`src/shared/sfes_pkg.sv`:
```
package sfes_pkg;

	// ------------------------------------------------------------
	// timing
	// ------------------------------------------------------------
	localparam int CLK_MHZ       = 25;
	localparam int SCLK_HALF_NS  = 160;
	localparam int PROG_HOLD_US  = 1000;
	localparam int DISCHARGE_US  = 5;
	localparam int BULK_ERASE_US = 5000;
	localparam int CW            = 24;
	// least times, so rounded up to whole cycles
	localparam logic [CW-1:0] HALF_CYC  =
		CW'((SCLK_HALF_NS * CLK_MHZ + 999) / 1000);
	localparam logic [CW-1:0] DISCH_CYC = CW'(DISCHARGE_US * CLK_MHZ);
	localparam logic [CW-1:0] CNT_ONE   = CW'(1);

	// ------------------------------------------------------------
	// serial framing and commands
	// ------------------------------------------------------------
	localparam int         WORD_BITS      = 20;
	localparam int         CMD_BITS       = 4;
	localparam logic [4:0] LAST_BIT       = 5'(WORD_BITS - 1);
	localparam logic [4:0] TIMED_BIT      = 5'(CMD_BITS - 1);
	localparam logic [3:0] CMD_CORE       = 4'h0;
	localparam logic [3:0] CMD_TWRITE     = 4'hc;
	localparam logic [3:0] CMD_TWRITE_PRG = 4'hf;

	// ------------------------------------------------------------
	// core instruction payloads
	// ------------------------------------------------------------
	localparam logic [7:0]  OPC_MOVLW    = 8'h0e;
	localparam logic [7:0]  OPC_MOVWF    = 8'h6e;
	localparam logic [7:0]  OPC_CLRF     = 8'h6a;
	localparam logic [7:0]  REG_PTR_U    = 8'hf8;
	localparam logic [7:0]  REG_PTR_H    = 8'hf7;
	localparam logic [7:0]  REG_PTR_L    = 8'hf6;
	localparam logic [15:0] INS_NOP      = 16'h0000;
	localparam logic [15:0] INS_SET_FLSH = 16'h8ea6;
	localparam logic [15:0] INS_SET_CFG  = 16'h8ca6;
	localparam logic [15:0] INS_SET_WRAL = 16'h84a6;
	localparam logic [15:0] INS_CLR_CFG  = 16'h9ca6;
	localparam logic [15:0] INS_SET_ROWE = 16'h88a6;

	// ------------------------------------------------------------
	// device locations and erase option codes
	// ------------------------------------------------------------
	localparam logic [21:0] ADDR_ERASE_SEL  = 22'h3c0004;
	localparam logic [21:0] ADDR_PANEL_CTRL = 22'h3c0006;
	localparam logic [7:0]  PANEL_ENABLE    = 8'h40;
	localparam logic [7:0]  ZERO_BYTE       = 8'h00;
	localparam logic [21:0] ROW_STEP        = 22'h000040;
	localparam logic [7:0]  OPT_CHIP        = 8'h80;
	localparam logic [7:0]  OPT_DATA        = 8'h81;
	localparam logic [7:0]  OPT_BOOT        = 8'h83;
	localparam logic [7:0]  OPT_BLK_FIRST   = 8'h88;
	localparam logic [7:0]  OPT_BLK_LAST    = 8'h8f;

	// ------------------------------------------------------------
	// low-phase selectors, operations, registers
	// ------------------------------------------------------------
	localparam logic [1:0] LO_HALF  = 2'h0;
	localparam logic [1:0] LO_DISCH = 2'h1;
	localparam logic [1:0] LO_BULK  = 2'h2;
	localparam logic [1:0] OP_BULK  = 2'h0;
	localparam logic [1:0] OP_SETUP = 2'h1;
	localparam logic [1:0] OP_ROW   = 2'h2;
	localparam logic [2:0] REG_CTRL   = 3'h0;
	localparam logic [2:0] REG_OPTION = 3'h1;
	localparam logic [2:0] REG_ROW    = 3'h2;
	localparam logic [2:0] REG_STATUS = 3'h3;
	localparam int         ST_ERR     = 1;
	localparam logic [7:0] OPTION_RST = 8'h80;

endpackage

```
`src/core/sfes_host.sv`:
```
// The Avalon-MM slave port is this design's own decision.
`timescale 1ns/1ps
module sfes_host #(
	parameter logic [sfes_pkg::CW-1:0] PROG_HOLD_CYC =
		sfes_pkg::CW'(sfes_pkg::PROG_HOLD_US * sfes_pkg::CLK_MHZ),
	parameter logic [sfes_pkg::CW-1:0] BULK_CYC =
		sfes_pkg::CW'(sfes_pkg::BULK_ERASE_US * sfes_pkg::CLK_MHZ)
)(
	// clock, reset, enable
	input  wire logic        mclk_i,
	input  wire logic        nrst_i,
	input  wire logic        ce_i,
	// avalon-mm slave
	input  wire logic [2:0]  avs_address_i,
	input  wire logic        avs_read_i,
	input  wire logic        avs_write_i,
	input  wire logic [31:0] avs_writedata_i,
	output logic [31:0]      avs_readdata_o,
	output logic             avs_waitrequest_o,
	// programming pins
	output logic             prog_serial_clock_o,
	output logic             prog_serial_data_o,
	output logic             prog_serial_data_oe_o,
	input  wire logic        prog_serial_data_i
);

	// ------------------------------------------------------------
	// declarations
	// ------------------------------------------------------------
	typedef enum logic [1:0] {M_IDLE, M_ISSUE, M_WAIT, M_FIN} sfes_mst_t;

	sfes_mst_t    mst_q;
	logic [3:0]   idx_q;
	logic [1:0]   op_q;
	logic [7:0]   opt_q;
	logic [21:0]  row_q;
	logic         err_q;
	logic         panel_q;
	logic         ack_q;
	logic [31:0]  rdata_q;
	logic         sdat_s1_q;
	logic         sdat_s2_q;
	logic         acc_wr;
	logic         go;
	logic         go_ok;
	logic         busy;
	logic [1:0]   wop;
	logic [3:0]   st_cmd;
	logic [15:0]  st_pay;
	logic         st_ext;
	logic [1:0]   st_lo;
	logic         st_last;
	logic         sh_start;
	logic         sh_done;
	logic         sh_busy;

	// ------------------------------------------------------------
	// helpers
	// ------------------------------------------------------------
	// six core instructions that load the table pointer
	function automatic logic [15:0] ptr_load(
		input logic [3:0] k, input logic [21:0] a);
		unique case (k)
			4'h0:    ptr_load = {sfes_pkg::OPC_MOVLW, 2'b00, a[21:16]};
			4'h1:    ptr_load = {sfes_pkg::OPC_MOVWF, sfes_pkg::REG_PTR_U};
			4'h2:    ptr_load = {sfes_pkg::OPC_MOVLW, a[15:8]};
			4'h3:    ptr_load = {sfes_pkg::OPC_MOVWF, sfes_pkg::REG_PTR_H};
			4'h4:    ptr_load = {sfes_pkg::OPC_MOVLW, a[7:0]};
			default: ptr_load = {sfes_pkg::OPC_MOVWF, sfes_pkg::REG_PTR_L};
		endcase
	endfunction

	// only the documented erase option codes are sent
	function automatic logic opt_ok(input logic [7:0] o);
		opt_ok = (o == sfes_pkg::OPT_CHIP) || (o == sfes_pkg::OPT_DATA)
			|| (o == sfes_pkg::OPT_BOOT)
			|| (o >= sfes_pkg::OPT_BLK_FIRST && o <= sfes_pkg::OPT_BLK_LAST);
	endfunction

	// ------------------------------------------------------------
	// avalon slave
	// ------------------------------------------------------------
	// one wait state on every access while ce_i is high; write lands on the ack edge
	always_ff @(posedge mclk_i) begin
		if (!nrst_i)
			ack_q <= 1'b0;
		else if (ce_i)
			ack_q <= (avs_read_i | avs_write_i) & ~ack_q;
	end

	assign avs_waitrequest_o = (avs_read_i | avs_write_i) & ~ack_q;
	assign acc_wr            = avs_write_i & ack_q;
	assign busy              = (mst_q != M_IDLE);
	assign wop               = avs_writedata_i[1:0];

	// read word captured in the wait cycle, stands at the ack edge
	always_ff @(posedge mclk_i) begin
		if (!nrst_i)
			rdata_q <= '0;
		else if (ce_i && avs_read_i && !ack_q) begin
			unique case (avs_address_i)
				sfes_pkg::REG_CTRL:   rdata_q <= {30'h0, op_q};
				sfes_pkg::REG_OPTION: rdata_q <= {24'h0, opt_q};
				sfes_pkg::REG_ROW:    rdata_q <= {10'h0, row_q};
				sfes_pkg::REG_STATUS: rdata_q <= {28'h0, panel_q,
					sdat_s2_q, err_q, busy};
				default:              rdata_q <= '0;
			endcase
		end
	end

	assign avs_readdata_o = rdata_q;

	// ------------------------------------------------------------
	// software registers
	// ------------------------------------------------------------
	// writes to control while busy are ignored, not queued
	assign go = acc_wr && avs_address_i == sfes_pkg::REG_CTRL
		&& mst_q == M_IDLE;
	assign go_ok = go && ((wop == sfes_pkg::OP_BULK && opt_ok(opt_q))
		|| wop == sfes_pkg::OP_SETUP
		|| (wop == sfes_pkg::OP_ROW && panel_q));

	// operation, option and row pointer
	always_ff @(posedge mclk_i) begin
		if (!nrst_i) begin
			op_q  <= sfes_pkg::OP_BULK;
			opt_q <= sfes_pkg::OPTION_RST;
			row_q <= '0;
		end else if (ce_i) begin
			if (go_ok)
				op_q <= wop;
			if (acc_wr && !busy && avs_address_i == sfes_pkg::REG_OPTION)
				opt_q <= avs_writedata_i[7:0];
			// the same offset is kept from load to start
			if (acc_wr && !busy && avs_address_i == sfes_pkg::REG_ROW)
				row_q <= avs_writedata_i[21:0];
			else if (mst_q == M_FIN && op_q == sfes_pkg::OP_ROW)
				row_q <= row_q + sfes_pkg::ROW_STEP;
		end
	end

	// error flag: a refused start wins over a same-cycle clear
	always_ff @(posedge mclk_i) begin
		if (!nrst_i)
			err_q <= 1'b0;
		else if (ce_i) begin
			if (go && !go_ok)
				err_q <= 1'b1;
			else if (acc_wr && avs_address_i == sfes_pkg::REG_STATUS
				&& avs_writedata_i[sfes_pkg::ST_ERR])
				err_q <= 1'b0;
		end
	end

	// multi-panel mode known to be set up in the device
	always_ff @(posedge mclk_i) begin
		if (!nrst_i)
			panel_q <= 1'b0;
		else if (ce_i && mst_q == M_FIN && op_q == sfes_pkg::OP_SETUP)
			panel_q <= 1'b1;
	end

	// ------------------------------------------------------------
	// data pin synchroniser
	// ------------------------------------------------------------
	// pin is not on our clock, so two stages before status
	always_ff @(posedge mclk_i) begin
		if (!nrst_i) begin
			sdat_s1_q <= 1'b0;
			sdat_s2_q <= 1'b0;
		end else if (ce_i) begin
			sdat_s1_q <= prog_serial_data_i;
			sdat_s2_q <= sdat_s1_q;
		end
	end

	// ------------------------------------------------------------
	// sequencer
	// ------------------------------------------------------------
	// step sequencing; the device answers nothing during erase, so
	// the bulk wait is simply time spent with the data line low
	always_ff @(posedge mclk_i) begin
		if (!nrst_i) begin
			mst_q <= M_IDLE;
			idx_q <= '0;
		end else if (ce_i) begin
			unique case (mst_q)
				M_IDLE: if (go_ok) begin
					idx_q <= '0;
					mst_q <= M_ISSUE;
				end
				M_ISSUE: mst_q <= M_WAIT;
				M_WAIT: if (sh_done) begin
					if (st_last) begin
						mst_q <= M_FIN;
					end else begin
						idx_q <= idx_q + 4'h1;
						mst_q <= M_ISSUE;
					end
				end
				M_FIN: mst_q <= M_IDLE;
			endcase
		end
	end

	assign sh_start = (mst_q == M_ISSUE);

	// step table: command, payload, timed high, low phase, last
	always_comb begin
		st_cmd  = sfes_pkg::CMD_CORE;
		st_pay  = sfes_pkg::INS_NOP;
		st_ext  = 1'b0;
		st_lo   = sfes_pkg::LO_HALF;
		st_last = 1'b0;
		unique case (op_q)
			sfes_pkg::OP_BULK: begin
				if (idx_q < 4'h6)
					st_pay = ptr_load(idx_q, sfes_pkg::ADDR_ERASE_SEL);
				else if (idx_q == 4'h6) begin
					st_cmd = sfes_pkg::CMD_TWRITE;
					st_pay = {sfes_pkg::ZERO_BYTE, opt_q};
				end else if (idx_q == 4'h7)
					st_lo = sfes_pkg::LO_BULK;
				else
					st_last = 1'b1;
			end
			sfes_pkg::OP_SETUP: begin
				unique case (idx_q)
					4'h0:    st_pay = sfes_pkg::INS_SET_FLSH;
					4'h1:    st_pay = sfes_pkg::INS_SET_CFG;
					4'h2:    st_pay = sfes_pkg::INS_SET_WRAL;
					4'h9: begin
						st_cmd = sfes_pkg::CMD_TWRITE;
						st_pay = {sfes_pkg::ZERO_BYTE, sfes_pkg::PANEL_ENABLE};
					end
					4'ha:    st_pay = sfes_pkg::INS_SET_FLSH;
					4'hb:    st_pay = sfes_pkg::INS_CLR_CFG;
					4'hc:    st_pay = {sfes_pkg::OPC_CLRF, sfes_pkg::REG_PTR_U};
					4'hd:    st_pay = {sfes_pkg::OPC_CLRF, sfes_pkg::REG_PTR_H};
					4'he: begin
						st_pay  = {sfes_pkg::OPC_CLRF, sfes_pkg::REG_PTR_L};
						st_last = 1'b1;
					end
					default: st_pay = ptr_load(idx_q - 4'h3,
						sfes_pkg::ADDR_PANEL_CTRL);
				endcase
			end
			default: begin
				if (idx_q < 4'h6)
					st_pay = ptr_load(idx_q, row_q);
				else if (idx_q == 4'h6)
					st_pay = sfes_pkg::INS_SET_ROWE;
				else if (idx_q == 4'h7)
					st_cmd = sfes_pkg::CMD_TWRITE_PRG;
				else begin
					st_ext  = 1'b1;
					st_lo   = sfes_pkg::LO_DISCH;
					st_last = 1'b1;
				end
			end
		endcase
	end

	// ------------------------------------------------------------
	// serial engine
	// ------------------------------------------------------------
	sfes_shift #(
		.HOLD_CYC (PROG_HOLD_CYC),
		.BULK_CYC (BULK_CYC)
	) u_shift (
		.mclk_i    (mclk_i),
		.nrst_i    (nrst_i),
		.ce_i      (ce_i),
		.start_i   (sh_start),
		.cmd_i     (st_cmd),
		.payload_i (st_pay),
		.ext_hi_i  (st_ext),
		.lo_sel_i  (st_lo),
		.busy_o    (sh_busy),
		.done_o    (sh_done),
		.sclk_o    (prog_serial_clock_o),
		.sdat_o    (prog_serial_data_o),
		.sdat_oe_o (prog_serial_data_oe_o)
	);
endmodule

```
`src/core/sfes_shift.sv`:
```
`timescale 1ns/1ps
module sfes_shift #(
	parameter logic [sfes_pkg::CW-1:0] HOLD_CYC = sfes_pkg::HALF_CYC,
	parameter logic [sfes_pkg::CW-1:0] BULK_CYC = sfes_pkg::HALF_CYC
)(
	// clock, reset, enable
	input  wire logic        mclk_i,
	input  wire logic        nrst_i,
	input  wire logic        ce_i,
	// word request
	input  wire logic        start_i,
	input  wire logic [3:0]  cmd_i,
	input  wire logic [15:0] payload_i,
	input  wire logic        ext_hi_i,
	input  wire logic [1:0]  lo_sel_i,
	output logic             busy_o,
	output logic             done_o,
	// serial pins
	output logic             sclk_o,
	output logic             sdat_o,
	output logic             sdat_oe_o
);

	// ------------------------------------------------------------
	// word shifter
	// ------------------------------------------------------------
	typedef enum logic [1:0] {S_IDLE, S_HI, S_LO} sfes_sh_t;

	sfes_sh_t                 st_q;
	logic [19:0]              sr_q;
	logic [4:0]               bit_q;
	logic [sfes_pkg::CW-1:0]  cnt_q;
	logic                     ext_q;
	logic [1:0]               lo_q;
	logic                     sclk_q;
	logic                     sdat_q;
	logic                     oe_q;
	logic                     done_q;

	function automatic logic [sfes_pkg::CW-1:0] hi_len(
		input logic [4:0] b, input logic e);
		hi_len = (b == sfes_pkg::TIMED_BIT && e) ? HOLD_CYC
			: sfes_pkg::HALF_CYC;
	endfunction

	function automatic logic [sfes_pkg::CW-1:0] lo_len(
		input logic [4:0] b, input logic [1:0] s);
		lo_len = sfes_pkg::HALF_CYC;
		if (b == sfes_pkg::TIMED_BIT && s == sfes_pkg::LO_DISCH)
			lo_len = sfes_pkg::DISCH_CYC;
		if (b == sfes_pkg::TIMED_BIT && s == sfes_pkg::LO_BULK)
			lo_len = BULK_CYC;
	endfunction

	// data moves with the rising clock so it is settled at the fall
	always_ff @(posedge mclk_i) begin
		if (!nrst_i) begin
			st_q   <= S_IDLE;
			sr_q   <= '0;
			bit_q  <= '0;
			cnt_q  <= '0;
			ext_q  <= 1'b0;
			lo_q   <= sfes_pkg::LO_HALF;
			sclk_q <= 1'b0;
			sdat_q <= 1'b0;
			oe_q   <= 1'b0;
			done_q <= 1'b0;
		end else if (ce_i) begin
			done_q <= 1'b0;
			unique case (st_q)
				S_IDLE: if (start_i) begin
					sr_q   <= {payload_i, cmd_i};
					bit_q  <= '0;
					ext_q  <= ext_hi_i;
					lo_q   <= lo_sel_i;
					sclk_q <= 1'b1;
					sdat_q <= cmd_i[0];
					oe_q   <= 1'b1;
					cnt_q  <= hi_len('0, ext_hi_i);
					st_q   <= S_HI;
				end
				S_HI: if (cnt_q == sfes_pkg::CNT_ONE) begin
					sclk_q <= 1'b0;
					cnt_q  <= lo_len(bit_q, lo_q);
					st_q   <= S_LO;
				end else begin
					cnt_q <= cnt_q - sfes_pkg::CNT_ONE;
				end
				S_LO: if (cnt_q == sfes_pkg::CNT_ONE) begin
					if (bit_q == sfes_pkg::LAST_BIT) begin
						st_q   <= S_IDLE;
						done_q <= 1'b1;
						sdat_q <= 1'b0; // idle low, safe during erase
					end else begin
						bit_q  <= bit_q + 5'h1;
						sr_q   <= sr_q >> 1;
						sdat_q <= sr_q[1];
						sclk_q <= 1'b1;
						cnt_q  <= hi_len(bit_q + 5'h1, ext_q);
						st_q   <= S_HI;
					end
				end else begin
					cnt_q <= cnt_q - sfes_pkg::CNT_ONE;
				end
			endcase
		end
	end

	assign busy_o    = (st_q != S_IDLE);
	assign done_o    = done_q;
	assign sclk_o    = sclk_q;
	assign sdat_o    = sdat_q;
	assign sdat_oe_o = oe_q;

	// ------------------------------------------------------------
	// checks
	// ------------------------------------------------------------
	logic [sfes_pkg::CW-1:0] len_q;
	logic                    sclk_d1_q;
	logic [4:0]              nfall_q;

	// phase length seen from the pin, falling-edge count taken from the shifter state
	always_ff @(posedge mclk_i) begin
		if (!nrst_i) begin
			len_q     <= '0;
			sclk_d1_q <= 1'b0;
			nfall_q   <= '0;
		end else if (ce_i) begin
			sclk_d1_q <= sclk_q;
			len_q     <= (sclk_q != sclk_d1_q) ? sfes_pkg::CNT_ONE
				: len_q + sfes_pkg::CNT_ONE;
			if (st_q == S_IDLE && start_i)
				nfall_q <= '0;
			else if (st_q == S_HI && cnt_q == sfes_pkg::CNT_ONE)
				nfall_q <= nfall_q + 5'h1;
		end
	end
endmodule

```
`config.mk`:
```
export PLATFORM = sky130hd
export DESIGN_NAME = sfes_host
export DESIGN_NICKNAME = d
export VERILOG_FILES = /design/src/shared/sfes_pkg.sv /design/src/core/sfes_host.sv /design/src/core/sfes_shift.sv
export SDC_FILE = /design/constraint.sdc
export NUM_CORES = 1
export LEC_CHECK = 0
export ABC_CLOCK_PERIOD_IN_PS = 4000
export BUFFER_PORTS_ARGS = -buffer_cell sky130_fd_sc_hd__buf_2
export CAP_MARGIN = 20
export CORE_MARGIN = 8
export CORE_UTILIZATION = 40
export CTS_BUF_LIST = sky130_fd_sc_hd__clkbuf_2
export DETAILED_ROUTE_END_ITERATION = 8
export GPL_TIMING_DRIVEN = 0
export PLACE_DENSITY = 0.59
export SYNTH_ARGS = -nofsm -noshare
export SYNTH_HDL_FRONTEND = slang
export SYNTH_SLANG_ARGS = --single-unit
```
`constraint.sdc`:
```
create_clock -name mclk_i -period 4 [get_ports mclk_i]
set_input_delay 0.2 -clock mclk_i [delete_from_list [all_inputs] [get_ports mclk_i]]
set_output_delay 0.2 -clock mclk_i [all_outputs]
set_load 0.05 [all_outputs]
```
==> results of run 1 <==
## routing by layer
metal  GRT usage  wire length (um)  part of all wire  vias to the layer above
met1       0.308             11700              0.48                     3576
li1            -                 -                 -                     3568
met2       0.326             10800              0.44                      266
met4      0.0626               412             0.017                        0
met5           0                 0                 0                        -
met3      0.0440              1450             0.060                       28
## area by class of cell
class | count | area (um^2) | share of cell area
clock buffers | 18 | 90.1 | 0.0108
flip-flops and latches | 121 | 2420 | 0.292
repair buffers | 85 | 581 | 0.0699
well taps | 225 | 282 | 0.0339
diodes | 1 | 2.50 | 0.000301
clock inverters | 13 | 226 | 0.0273
plain buffers | 75 | 334 | 0.0402
multi-input cells | 694 | 4280 | 0.516
inverters | 23 | 86.3 | 0.0104
## synthesized netlist by cell type (5+ instances only)
library cell / instances / area share
and4_1: 6 / 0.0074
inv_1: 23 / 0.012
a22oi_1: 30 / 0.032
a21oi_1: 70 / 0.049
nor3_1: 24 / 0.017
a211oi_1: 6 / 0.0063
or3_1: 9 / 0.0079
and3_1: 12 / 0.011
a32o_1: 5 / 0.0071
nand2b_1: 9 / 0.0079
xnor2_1: 9 / 0.011
buf_2: 11 / 0.0078
o21ai_0: 40 / 0.028
o41ai_1: 5 / 0.0062
nor4_1: 9 / 0.0079
ha_1: 12 / 0.021
o221a_2: 5 / 0.0079
nand3b_1: 7 / 0.0074
dfxtp_1: 121 / 0.34
o21a_1: 5 / 0.0053
a41oi_1: 7 / 0.0086
nor2_1: 126 / 0.067
mux2i_1: 19 / 0.027
and2_1: 5 / 0.0044
o211ai_1: 9 / 0.0095
nand2_1: 67 / 0.035
nor2b_1: 14 / 0.012
buf_4: 10 / 0.011
a31oi_1: 22 / 0.019
clkbuf_1: 50 / 0.026
nand3_1: 34 / 0.024
a311oi_1: 8 / 0.0099
nand4_1: 8 / 0.0071
a22o_1: 9 / 0.011
o22ai_1: 7 / 0.0062
or4_1: 6 / 0.0063
o31ai_1: 6 / 0.0063
xor2_1: 5 / 0.0062
## metrics by stage
stage / instances / instance area, um^2 / total power [W]
after floorplan: 913 / 7130 / 0.00132
after global placement: 1192 / 7680 / 0.00137
after detailed placement: 1192 / 7680 / 0.00137
after CTS: 1254 / 8310 / 0.00241
after global routing: 1255 / 8310 / 0.00248
final: 1255 / 8310 / 0.00240
## how the worst min path moves through the flow
stage	start	to	slack (ns)
2_1_floorplan	avs_writedata_i[7]	opt_q[7]	0.33
3_3_place_gp	u_shift.sr_q[3]	u_shift.sr_q[3]	0.44
3_5_place_dp	prog_serial_data_i	sdat_s1_q	0.45
4_1_cts	avs_write_i	err_q	0.01
5_1_grt	avs_write_i	err_q	0.02
6_report	avs_write_i	err_q	0.08
## cells in the final DEF (no fill, tap or decap), types with 10 or more instances in the layout
| cell type | synthesis | layout |
|---|---|---|
| nor2_1 | 126 | 126 |
| dfxtp_1 | 121 | 121 |
| a21oi_1 | 70 | 70 |
| nand2_1 | 67 | 67 |
| buf_2 | 11 | 65 |
| clkbuf_1 | 50 | 50 |
| o21ai_0 | 40 | 40 |
| nand3_1 | 34 | 34 |
| dlygate4sd3_1 | 0 | 31 |
| a22oi_1 | 30 | 30 |
| nor3_1 | 24 | 24 |
| inv_1 | 23 | 23 |
| a31oi_1 | 22 | 22 |
| clkbuf_2 | 1 | 19 |
| mux2i_1 | 19 | 19 |
| nor2b_1 | 14 | 14 |
| and3_1 | 12 | 12 |
| ha_1 | 12 | 12 |
| buf_4 | 10 | 10 |
| conb_1 | 1 | 10 |
## worst max-delay path, stage by stage (launching register included)
cell      delay, ns
dfxtp_1        0.43
clkbuf_1       0.41
inv_1          0.18
ha_1           0.22
clkbuf_1       0.21
nor3_1         0.28
nor2_1         0.10
o21a_1         0.21
o41ai_1        0.56
o311ai_0       0.35
a32o_1         0.28
## flip-flops by register name, summed over array words and instances, names as in the netlist, 2 cells and up
name            cells
u_shift.cnt_q      24
avs_readdata_o     22
row_q              22
u_shift.sr_q       19
opt_q               8
u_shift.bit_q       5
idx_q               4
mst_q               2
op_q                2
u_shift.lo_q        2
u_shift.st_q        2
## kinds of logic (layout without fill, tap and decap cells)
group	Yosys count	in the layout	synth area share
flip-flops	121	121	0.342
adder cells (fa/ha/maj)	12	12	0.0212
other	1	11	0.000529
AND/OR/NAND/NOR	359	359	0.256
multiplexers	23	23	0.0363
AO/OA/AOI/OAI	276	276	0.268
buffers and inverters	98	214	0.0593
XOR/XNOR	14	14	0.0173
## power groups by stage
| stage | sequential [W] | clock, W | combinational (W) |
|---|---|---|---|
| 2_1_floorplan | 0.00124 | 0 | 0.0000828 |
| 3_3_place_gp | 0.00124 | 0 | 0.000134 |
| 3_5_place_dp | 0.00124 | 0 | 0.000134 |
| 4_1_cts | 0.00121 | 0.00104 | 0.000157 |
| 5_1_grt | 0.00122 | 0.00109 | 0.000169 |
| 6_report | 0.00121 | 0.00102 | 0.000158 |
==> qor.txt, run 1 <==
Crit Path Class = reg2reg
Cts bufs inserted = 17
Final Critical Period = 3.31 ns
CTS clk-pin slew, worst paths = 0.18 ns
Initial core utilization = 0.410
Crit path launch = idx_q[1]
Post-route DRC = 0
Syn. warnings = 0
Final hold violation count = 0
Port bufs = 54
Status = completed
Chip Width = 149 um
Fraction of layout cells with a size suffix above 1 = 0.128
Pin count of the biggest net entering global routing = 17
Fmax = 302 MHz
Worst Setup End Kind = flop
Combinational power share = 0.066
Critical path launch point type = flop
Net Sw Power = 0.000599 W
Gr usage total = 0.218
Clock latency on the worst-skew pair = 0.72 ns
Synthesis-stage register bit count = 121
Slew Limit Fails = 0
Sum Neg Setup Slack = 0 ns
H-tree levels = 4
Slew HR = 0.358
Clock tree sinks = 121
RD Place Congestion = 0.964
Setup WS pre-CTS = 0.927 ns
Number of detailed-route iterations in the first pass = 5
Post-CTS Setup Inserts = 0
CP Max Fanout = 10
Core Area = 0.0173 mm^2
Peak supply drop = 0.000259 V
Worst hold margin = 0.0753 ns
Mapped cell area = 0.00709 mm^2
Drt initial violations = 753
R2r startpoint = idx_q[1]
Worst hold path cell count = 5
Clock Power Share = 0.428
Arrival @ worst endpoint = 3.93 ns
Fillers = 1,790
Static leakage = 3.06 nW
Die area = 0.0223 mm^2
Ys async rst share = 0
Length in cells of the worst reg-to-reg path = 10
CTS max path bufs = 2
Wirelength per Cell = 19.4 um
Pwr dens = 289 mW/mm^2
Clock Skew = 0.0317 ns
Final Util = 0.480
Post-CTS Resized = 0
Syn_area_per_cell = 7.85 um^2
CTS tree = yes
Vias = 7,438
Hold_buf cts = 31
Antenna Violating Nets Remaining = 0
# setup viols final = 0
Unrepaired setup endpoints after global routing = false
Drt total wl = 24,300 um
Setup WS post-layout = 0.687 ns
Gr ovfl total = 0
Vias/cell = 5.93
Die Height = 149 um
Row count = 48
Area delta synth->final = 17.1%
Root Driver = clkbuf_2
Sequential share of the synthesized area = 0.342
Sw Ratio = 0.250
DP Wirelength = 17,800 um
Post-synth top flop = dfxtp_1
Post-synth EDFFs = 0
Critical Path RT = 4.62 ns
Number of global-route vias before repair = 6,741
Yosys cell types = 80
Worst-Margin Slew = 0.954 ns
RR Endpoint = u_shift.sr_q[5]
First-pass GRT wire length = 38,300 um
R2R Setup Slk = 0.69 ns
Max cap viols = 0
Initial antenna violation count = 1
Cells after synthesis = 904
CP endpoint = u_shift.sr_q[5]
Crit share post-route = 0.828
Internal power = 0.00180 W
Reg power frac = 0.507
Number of I/O pins = 77
Layout net count = 1,070
Worst Hold Class = in2reg
Note: power is estimated with default switching activity, not from simulation.
==> run 2, diff against run 1 <==
--- a/config.mk
+++ b/config.mk
@@ -5,7 +5,7 @@
 export SDC_FILE = /design/constraint.sdc
 export NUM_CORES = 1
 export LEC_CHECK = 0
-export ABC_CLOCK_PERIOD_IN_PS = 4000
+export ABC_CLOCK_PERIOD_IN_PS = 2900
 export BUFFER_PORTS_ARGS = -buffer_cell sky130_fd_sc_hd__buf_2
 export CAP_MARGIN = 20
 export CORE_MARGIN = 8
@@ -13,7 +13,7 @@
 export CTS_BUF_LIST = sky130_fd_sc_hd__clkbuf_2
 export DETAILED_ROUTE_END_ITERATION = 8
 export GPL_TIMING_DRIVEN = 0
-export PLACE_DENSITY = 0.59
+export PLACE_DENSITY = 0.61
 export SYNTH_ARGS = -nofsm -noshare
 export SYNTH_HDL_FRONTEND = slang
 export SYNTH_SLANG_ARGS = --single-unit
==> constraint.sdc (replaced) <==
create_clock -name mclk_i -period 2.9 [get_ports mclk_i]
set_input_delay 0.145 -clock mclk_i [delete_from_list [all_inputs] [get_ports mclk_i]]
set_output_delay 0.145 -clock mclk_i [all_outputs]
set_load 0.05 [all_outputs]
==> qor.txt, run 2 (same netlist as run 1, synthesis figures left out) <==
Pin count of the biggest net entering global routing = 17 (unchanged)
Arrival @ worst endpoint = 3.38 ns (-0.55 ns)
Drt total wl = 23,900 um (-1.8%)
CP Max Fanout = 10 (unchanged)
Length in cells of the worst reg-to-reg path = 9 (-1)
Clock Skew = 0.0272 ns (-0.00454 ns)
R2r startpoint = idx_q[1]
Worst Setup End Kind = flop
Row count = 48 (unchanged)
CTS tree = yes
Critical Path RT = 3.53 ns (-1.09 ns)
Setup WS post-layout = 0.147 ns (-0.541 ns)
Pwr dens = 354 mW/mm^2 (+23%)
R2R Setup Slk = 0.15 ns (-0.54 ns)
Global-route layer with the greatest usage = met2
Die area = 0.0223 mm^2 (unchanged)
Initial antenna violation count = 1 (unchanged)
Vias = 7,405 (-0.44%)
H-tree levels = 4 (unchanged)
Clock tree sinks = 121 (unchanged)
# setup viols final = 0 (unchanged)
Final Util = 0.476 (-0.00405)
Worst hold margin = 0.196 ns (+0.121 ns)
Number of I/O pins = 77 (unchanged)
Clock latency on the worst-skew pair = 0.73 ns (about the same)
Vias/cell = 5.90 (-0.44%)
Max reg flops = 24 (unchanged)
Status = completed
Number of global-route vias before repair = 6,861 (+1.8%)
Static leakage = 3.03 nW (-1.1%)
Port bufs = 54 (unchanged)
Hold_sp = prog_serial_data_i
Core Area = 0.0173 mm^2 (unchanged)
Worst Hold Class = in2reg
Commonest non-fill, non-tap cell in the layout = nor2_1
Fmax = 363 MHz (+20%)
Post-CTS Setup Inserts = 0 (unchanged)
M2 GR Usage = 0.322 (-0.00475)
Worst-Margin Slew = 0.911 ns (-0.0432 ns)
Wirelength per Cell = 19.0 um (-1.8%)
Number of detailed-route iterations in the first pass = 5 (unchanged)
CTS max path bufs = 2 (unchanged)
RR Endpoint = u_shift.sr_q[6]
CTS clk-pin slew, worst paths = 0.18 ns (about the same)
Worst hold path cell count = 4 (-1)
Antenna Violating Nets Remaining = 0 (unchanged)
Cts bufs inserted = 17 (unchanged)
Crit share post-route = 0.949 (+0.121)
Critical path launch point type = flop
Largest Register = u_shift.cnt_q
Final hold violation count = 0 (unchanged)
Gr usage total = 0.216 (-0.00215)
Initial core utilization = 0.410 (unchanged)
Placed insts = 1,192 (unchanged)
Die Height = 149 um (unchanged)
Post-Layout Cell Count = 1,255 (unchanged)
DP Wirelength = 17,400 um (-2.5%)
Chip Width = 149 um (unchanged)
First-pass GRT wire length = 38,000 um (-0.83%)
Drt initial violations = 714 (-5.2%)
Hold-critical path endpoint = sdat_s1_q
Root Driver = clkbuf_2
Setup WS pre-CTS = -0.137 ns (-1.06 ns)
Sum Neg Setup Slack = 0 ns (unchanged)
M3 GR Usage = 0.0446 (+0.000607)
Slew Limit Fails = 0 (unchanged)
Post-route DRC = 0 (unchanged)
RD Place Congestion = 0.945 (-1.9%)
Gr ovfl total = 0 (unchanged)
Peak supply drop = 0.000208 V (-20%)
Slew HR = 0.389 (+0.0306)
Max cap viols = 0 (unchanged)
Area delta synth->final = 16.1%
Met1 Use GR = 0.303 (-0.00486)
Final Critical Period = 2.75 ns (-0.559 ns)
Layout net count = 1,071 (+0.093%)
Fraction of layout cells with a size suffix above 1 = 0.131 (+0.00292)
Crit Path Class = reg2reg
Commonest cells after routing, fill and taps aside = nor2_1 (126), dfxtp_1 (121), a21oi_1 (70)
## run 2: metrics by stage
| stage | cell area, um^2 | power (W) |
|---|---|---|
| finish | 8240 | 0.00292 |
| global route | 8240 | 0.00303 |
| CTS | 8200 | 0.00293 |
| detailed placement | 7680 | 0.00189 |
| global placement | 7680 | 0.00189 |
| floorplan | 7130 | 0.00182 |
## run 2: routing by layer
layer,routed length (um),share of wire
met3,1480,0.062
met5,0,0
met1,11300,0.47
met4,544,0.023
met2,10600,0.44
## run 2: power breakdown
group | leakage (nW) | switching (W) | internal [W]
combinational | 1.93 | 0.000142 | 0.0000761
clock | 0.127 | 0.000656 | 0.000371
sequential | 0.975 | 0.00000458 | 0.00167
total | 3.03 | 0.000802 | 0.00212
## run 2: worst max-delay path by stage
stage,end,slack (ns),startpoint,depth (start not counted)
3_3_place_gp,u_shift.sr_q[18],-0.22,idx_q[1],10
4_1_cts,u_shift.sr_q[11],0.12,idx_q[0],8
3_5_place_dp,u_shift.sr_q[18],-0.14,idx_q[1],10
6_report,u_shift.sr_q[6],0.15,idx_q[1],9
5_1_grt,u_shift.cnt_q[8],-0.09,u_shift.cnt_q[1],9
2_1_floorplan,u_shift.sr_q[6],0.50,idx_q[1],9
## run 2: final cells by class
class	instances	area (um^2)
buffer	75	339
inverter	23	86.3
fill	1800	9060
clock buffer	18	90.1
multi-input combinational	694	4320
clock inverter	12	110
antenna	1	2.50
sequential	121	2420
tap	225	282
timing repair buffer	86	591
## run 2: repair_timing
action                                  in CTS  in global routing
endpoints found under the hold margin       63                  0
cloned                                       0                  0
hold buffers                                32                  0
gates resized for setup                      2                 12
endpoints found under the setup margin       4                 19
## run 2: worst max-delay path, cell delays in order, from the launching register on
cell	delay, ns
dfxtp_1	0.41
clkbuf_2	0.26
inv_1	0.12
ha_1	0.19
clkbuf_1	0.19
or2_2	0.36
or4_1	0.43
a221oi_1	0.32
o211ai_1	0.17
a32o_1	0.23
==> run 3, diff against run 2 <==
--- a/config.mk
+++ b/config.mk
@@ -8,12 +8,14 @@
 export ABC_CLOCK_PERIOD_IN_PS = 2900
 export BUFFER_PORTS_ARGS = -buffer_cell sky130_fd_sc_hd__buf_2
 export CAP_MARGIN = 20
+export CELL_PAD_IN_SITES_DETAIL_PLACEMENT = 1
+export CELL_PAD_IN_SITES_GLOBAL_PLACEMENT = 1
 export CORE_MARGIN = 8
 export CORE_UTILIZATION = 40
 export CTS_BUF_LIST = sky130_fd_sc_hd__clkbuf_2
 export DETAILED_ROUTE_END_ITERATION = 8
 export GPL_TIMING_DRIVEN = 0
-export PLACE_DENSITY = 0.61
+export PLACE_DENSITY = 0.78
 export SYNTH_ARGS = -nofsm -noshare
 export SYNTH_HDL_FRONTEND = slang
 export SYNTH_SLANG_ARGS = --single-unit
==> qor.txt, run 3 (same netlist as run 1, synthesis figures left out) <==
Gr ovfl total = 0 (unchanged)
Final hold violation count = 0 (unchanged)
Pin count of the biggest net entering global routing = 17 (unchanged)
Chip Width = 149 um (unchanged)
Row count = 48 (unchanged)
Area delta synth->final = 18.0%
Clock Skew = 0.0345 ns (+0.00731 ns)
Commonest non-fill, non-tap cell in the layout = nor2_1
Drt total wl = 26,300 um (+9.9%)
Slew Limit Fails = 0 (unchanged)
Die Height = 149 um (unchanged)
RD Place Congestion = 0.926 (-2.0%)
Critical path's slowest cell = dfxtp_1
Fraction of layout cells with a size suffix above 1 = 0.141 (+0.00958)
First-pass GRT wire length = 42,500 um (+12%)
Worst-Margin Slew = 0.902 ns (-0.00851 ns)
Worst Hold Class = in2reg
CTS clk-pin slew, worst paths = 0.21 ns (+0.03 ns)
H-tree levels = 4 (unchanged)
Port bufs = 54 (unchanged)
Vias = 7,503 (+1.3%)
CP Max Fanout = 10 (unchanged)
Static leakage = 3.09 nW (+2.1%)
Wirelength per Cell = 20.9 um (+9.8%)
Fmax = 363 MHz (about the same)
Number of detailed-route iterations in the first pass = 5 (unchanged)
Largest Register = u_shift.cnt_q
Vias/cell = 5.97 (+1.2%)
Max reg flops = 24 (unchanged)
Drt initial violations = 469 (-34%)
DP Wirelength = 19,000 um (+9.3%)
Final Critical Period = 2.75 ns (+0.000986 ns)
Pwr dens = 403 mW/mm^2 (+14%)
Antenna Violating Nets Remaining = 0 (unchanged)
Fin area = 0.00837 mm^2 (+1.6%)
Critical path launch point type = flop
Clock tree sinks = 121 (unchanged)
Root Driver = clkbuf_2
Fillers = 2,195 (+22%)
Die area = 0.0223 mm^2 (unchanged)
Commonest cells after routing, fill and taps aside = nor2_1 (126), dfxtp_1 (120), a21oi_1 (70)
Clock latency on the worst-skew pair = 0.74 ns (about the same)
Critical Path RT = 3.55 ns (+0.02 ns)
Initial antenna violation count = 1 (unchanged)
Gr usage total = 0.240 (+0.0245)
Slew HR = 0.393 (+0.00420)
Status = completed
Cell Area, Placed = 0.00768 mm^2 (unchanged)
Max cap viols = 0 (unchanged)
# setup viols final = 0 (unchanged)
Initial core utilization = 0.410 (unchanged)
Peak supply drop = 0.000397 V (+91%)
CTS tree = yes
Crit share post-route = 0.950 (about the same)
Post-route DRC = 0 (unchanged)
Crit Path Class = reg2reg
Cts bufs inserted = 17 (unchanged)
Core Area = 0.0173 mm^2 (unchanged)
CP cell instances = buf_2 -> inv_1 -> ha_1 -> clkbuf_1 -> or2_2 -> or4_1 -> a221oi_1 -> o211ai_1 -> a32o_1
Unrepaired setup endpoints after global routing = false
Final Util = 0.484 (+0.00781)
Number of I/O pins = 77 (unchanged)
Number of global-route vias before repair = 7,785 (+13%)
Arrival @ worst endpoint = 3.40 ns (+0.02 ns)
Layout net count = 1,070 (-0.093%)
Max incr delay on CP = 0.42 ns (about the same)
CTS max path bufs = 2 (unchanged)
Worst Setup End Kind = flop
run 3: critical path, delay by kind of cell, from the launching register on:
kind | cells | cell delay [ns]
buffers and inverters | 3 | 0.57
adder cells (fa/ha/maj) | 1 | 0.19
flip-flops | 1 | 0.42
AND/OR/NAND/NOR | 2 | 0.79
AO/OA/AOI/OAI | 3 | 0.73
run 3: report_power, final:
part | internal [W] | switching (W) | leakage [nW]
sequential | 0.00167 | 0.00000570 | 0.975
clock | 0.000752 | 0.000724 | 0.187
combinational | 0.0000762 | 0.000146 | 1.93
total | 0.00250 | 0.000876 | 3.09
run 3: final timing paths:
path                                         end  slack, ns  cells after the start               start
worst max register to register   u_shift.sr_q[6]       0.15                      9            idx_q[1]
worst min-delay path                    opt_q[4]       0.19                      4  avs_writedata_i[4]
worst max-delay path             u_shift.sr_q[6]       0.15                      9            idx_q[1]
worst min register to register  u_shift.sr_q[19]       0.47                      2    u_shift.sr_q[19]
run 3: stage by stage:
stage                     setup TNS, ns  hold slack [ns]  setup WS, ns  std cells  power (W)
after CTS                             0            0.133        0.0409       1255    0.00340
after global routing                  0            0.154     0.0000142       1256    0.00349
after detailed placement         -0.989            0.404        -0.271       1192    0.00189
final                                 0            0.194         0.146       1256    0.00337
after floorplan                       0            0.274         0.496        913    0.00182
after global placement           -0.671            0.384        -0.217       1192    0.00189
run 3: repair_timing:
action / in CTS / in global routing
hold buffers: 31 / 0
hold endpoints to repair: 60 / 0
gates resized for setup: 5 / 17
setup endpoints to repair: 5 / 20
buffers inserted: 0 / 0
run 3: layout make-up:
cell class / instances / area (um^2) / area share
Timing Repair Buffer: 85 / 581 / 0.0693
Inverter: 23 / 86.3 / 0.0103
Clock inverter: 14 / 244 / 0.0291
Tap cell: 225 / 282 / 0.0336
Antenna cell: 1 / 2.50 / 0.000299
Multi-Input combinational cell: 694 / 4320 / 0.516
Clock buffer: 18 / 90.1 / 0.0108
Sequential cell: 121 / 2420 / 0.289
Buffer: 75 / 340 / 0.0406
run 3: metal layers:
metal  share of wire  global-route usage  up-vias
met3           0.059              0.0528       51
met5               0                   0        -
met2            0.48               0.397      259
met4           0.027              0.0929        0
li1                -                   -     3565
met1            0.44               0.298     3628
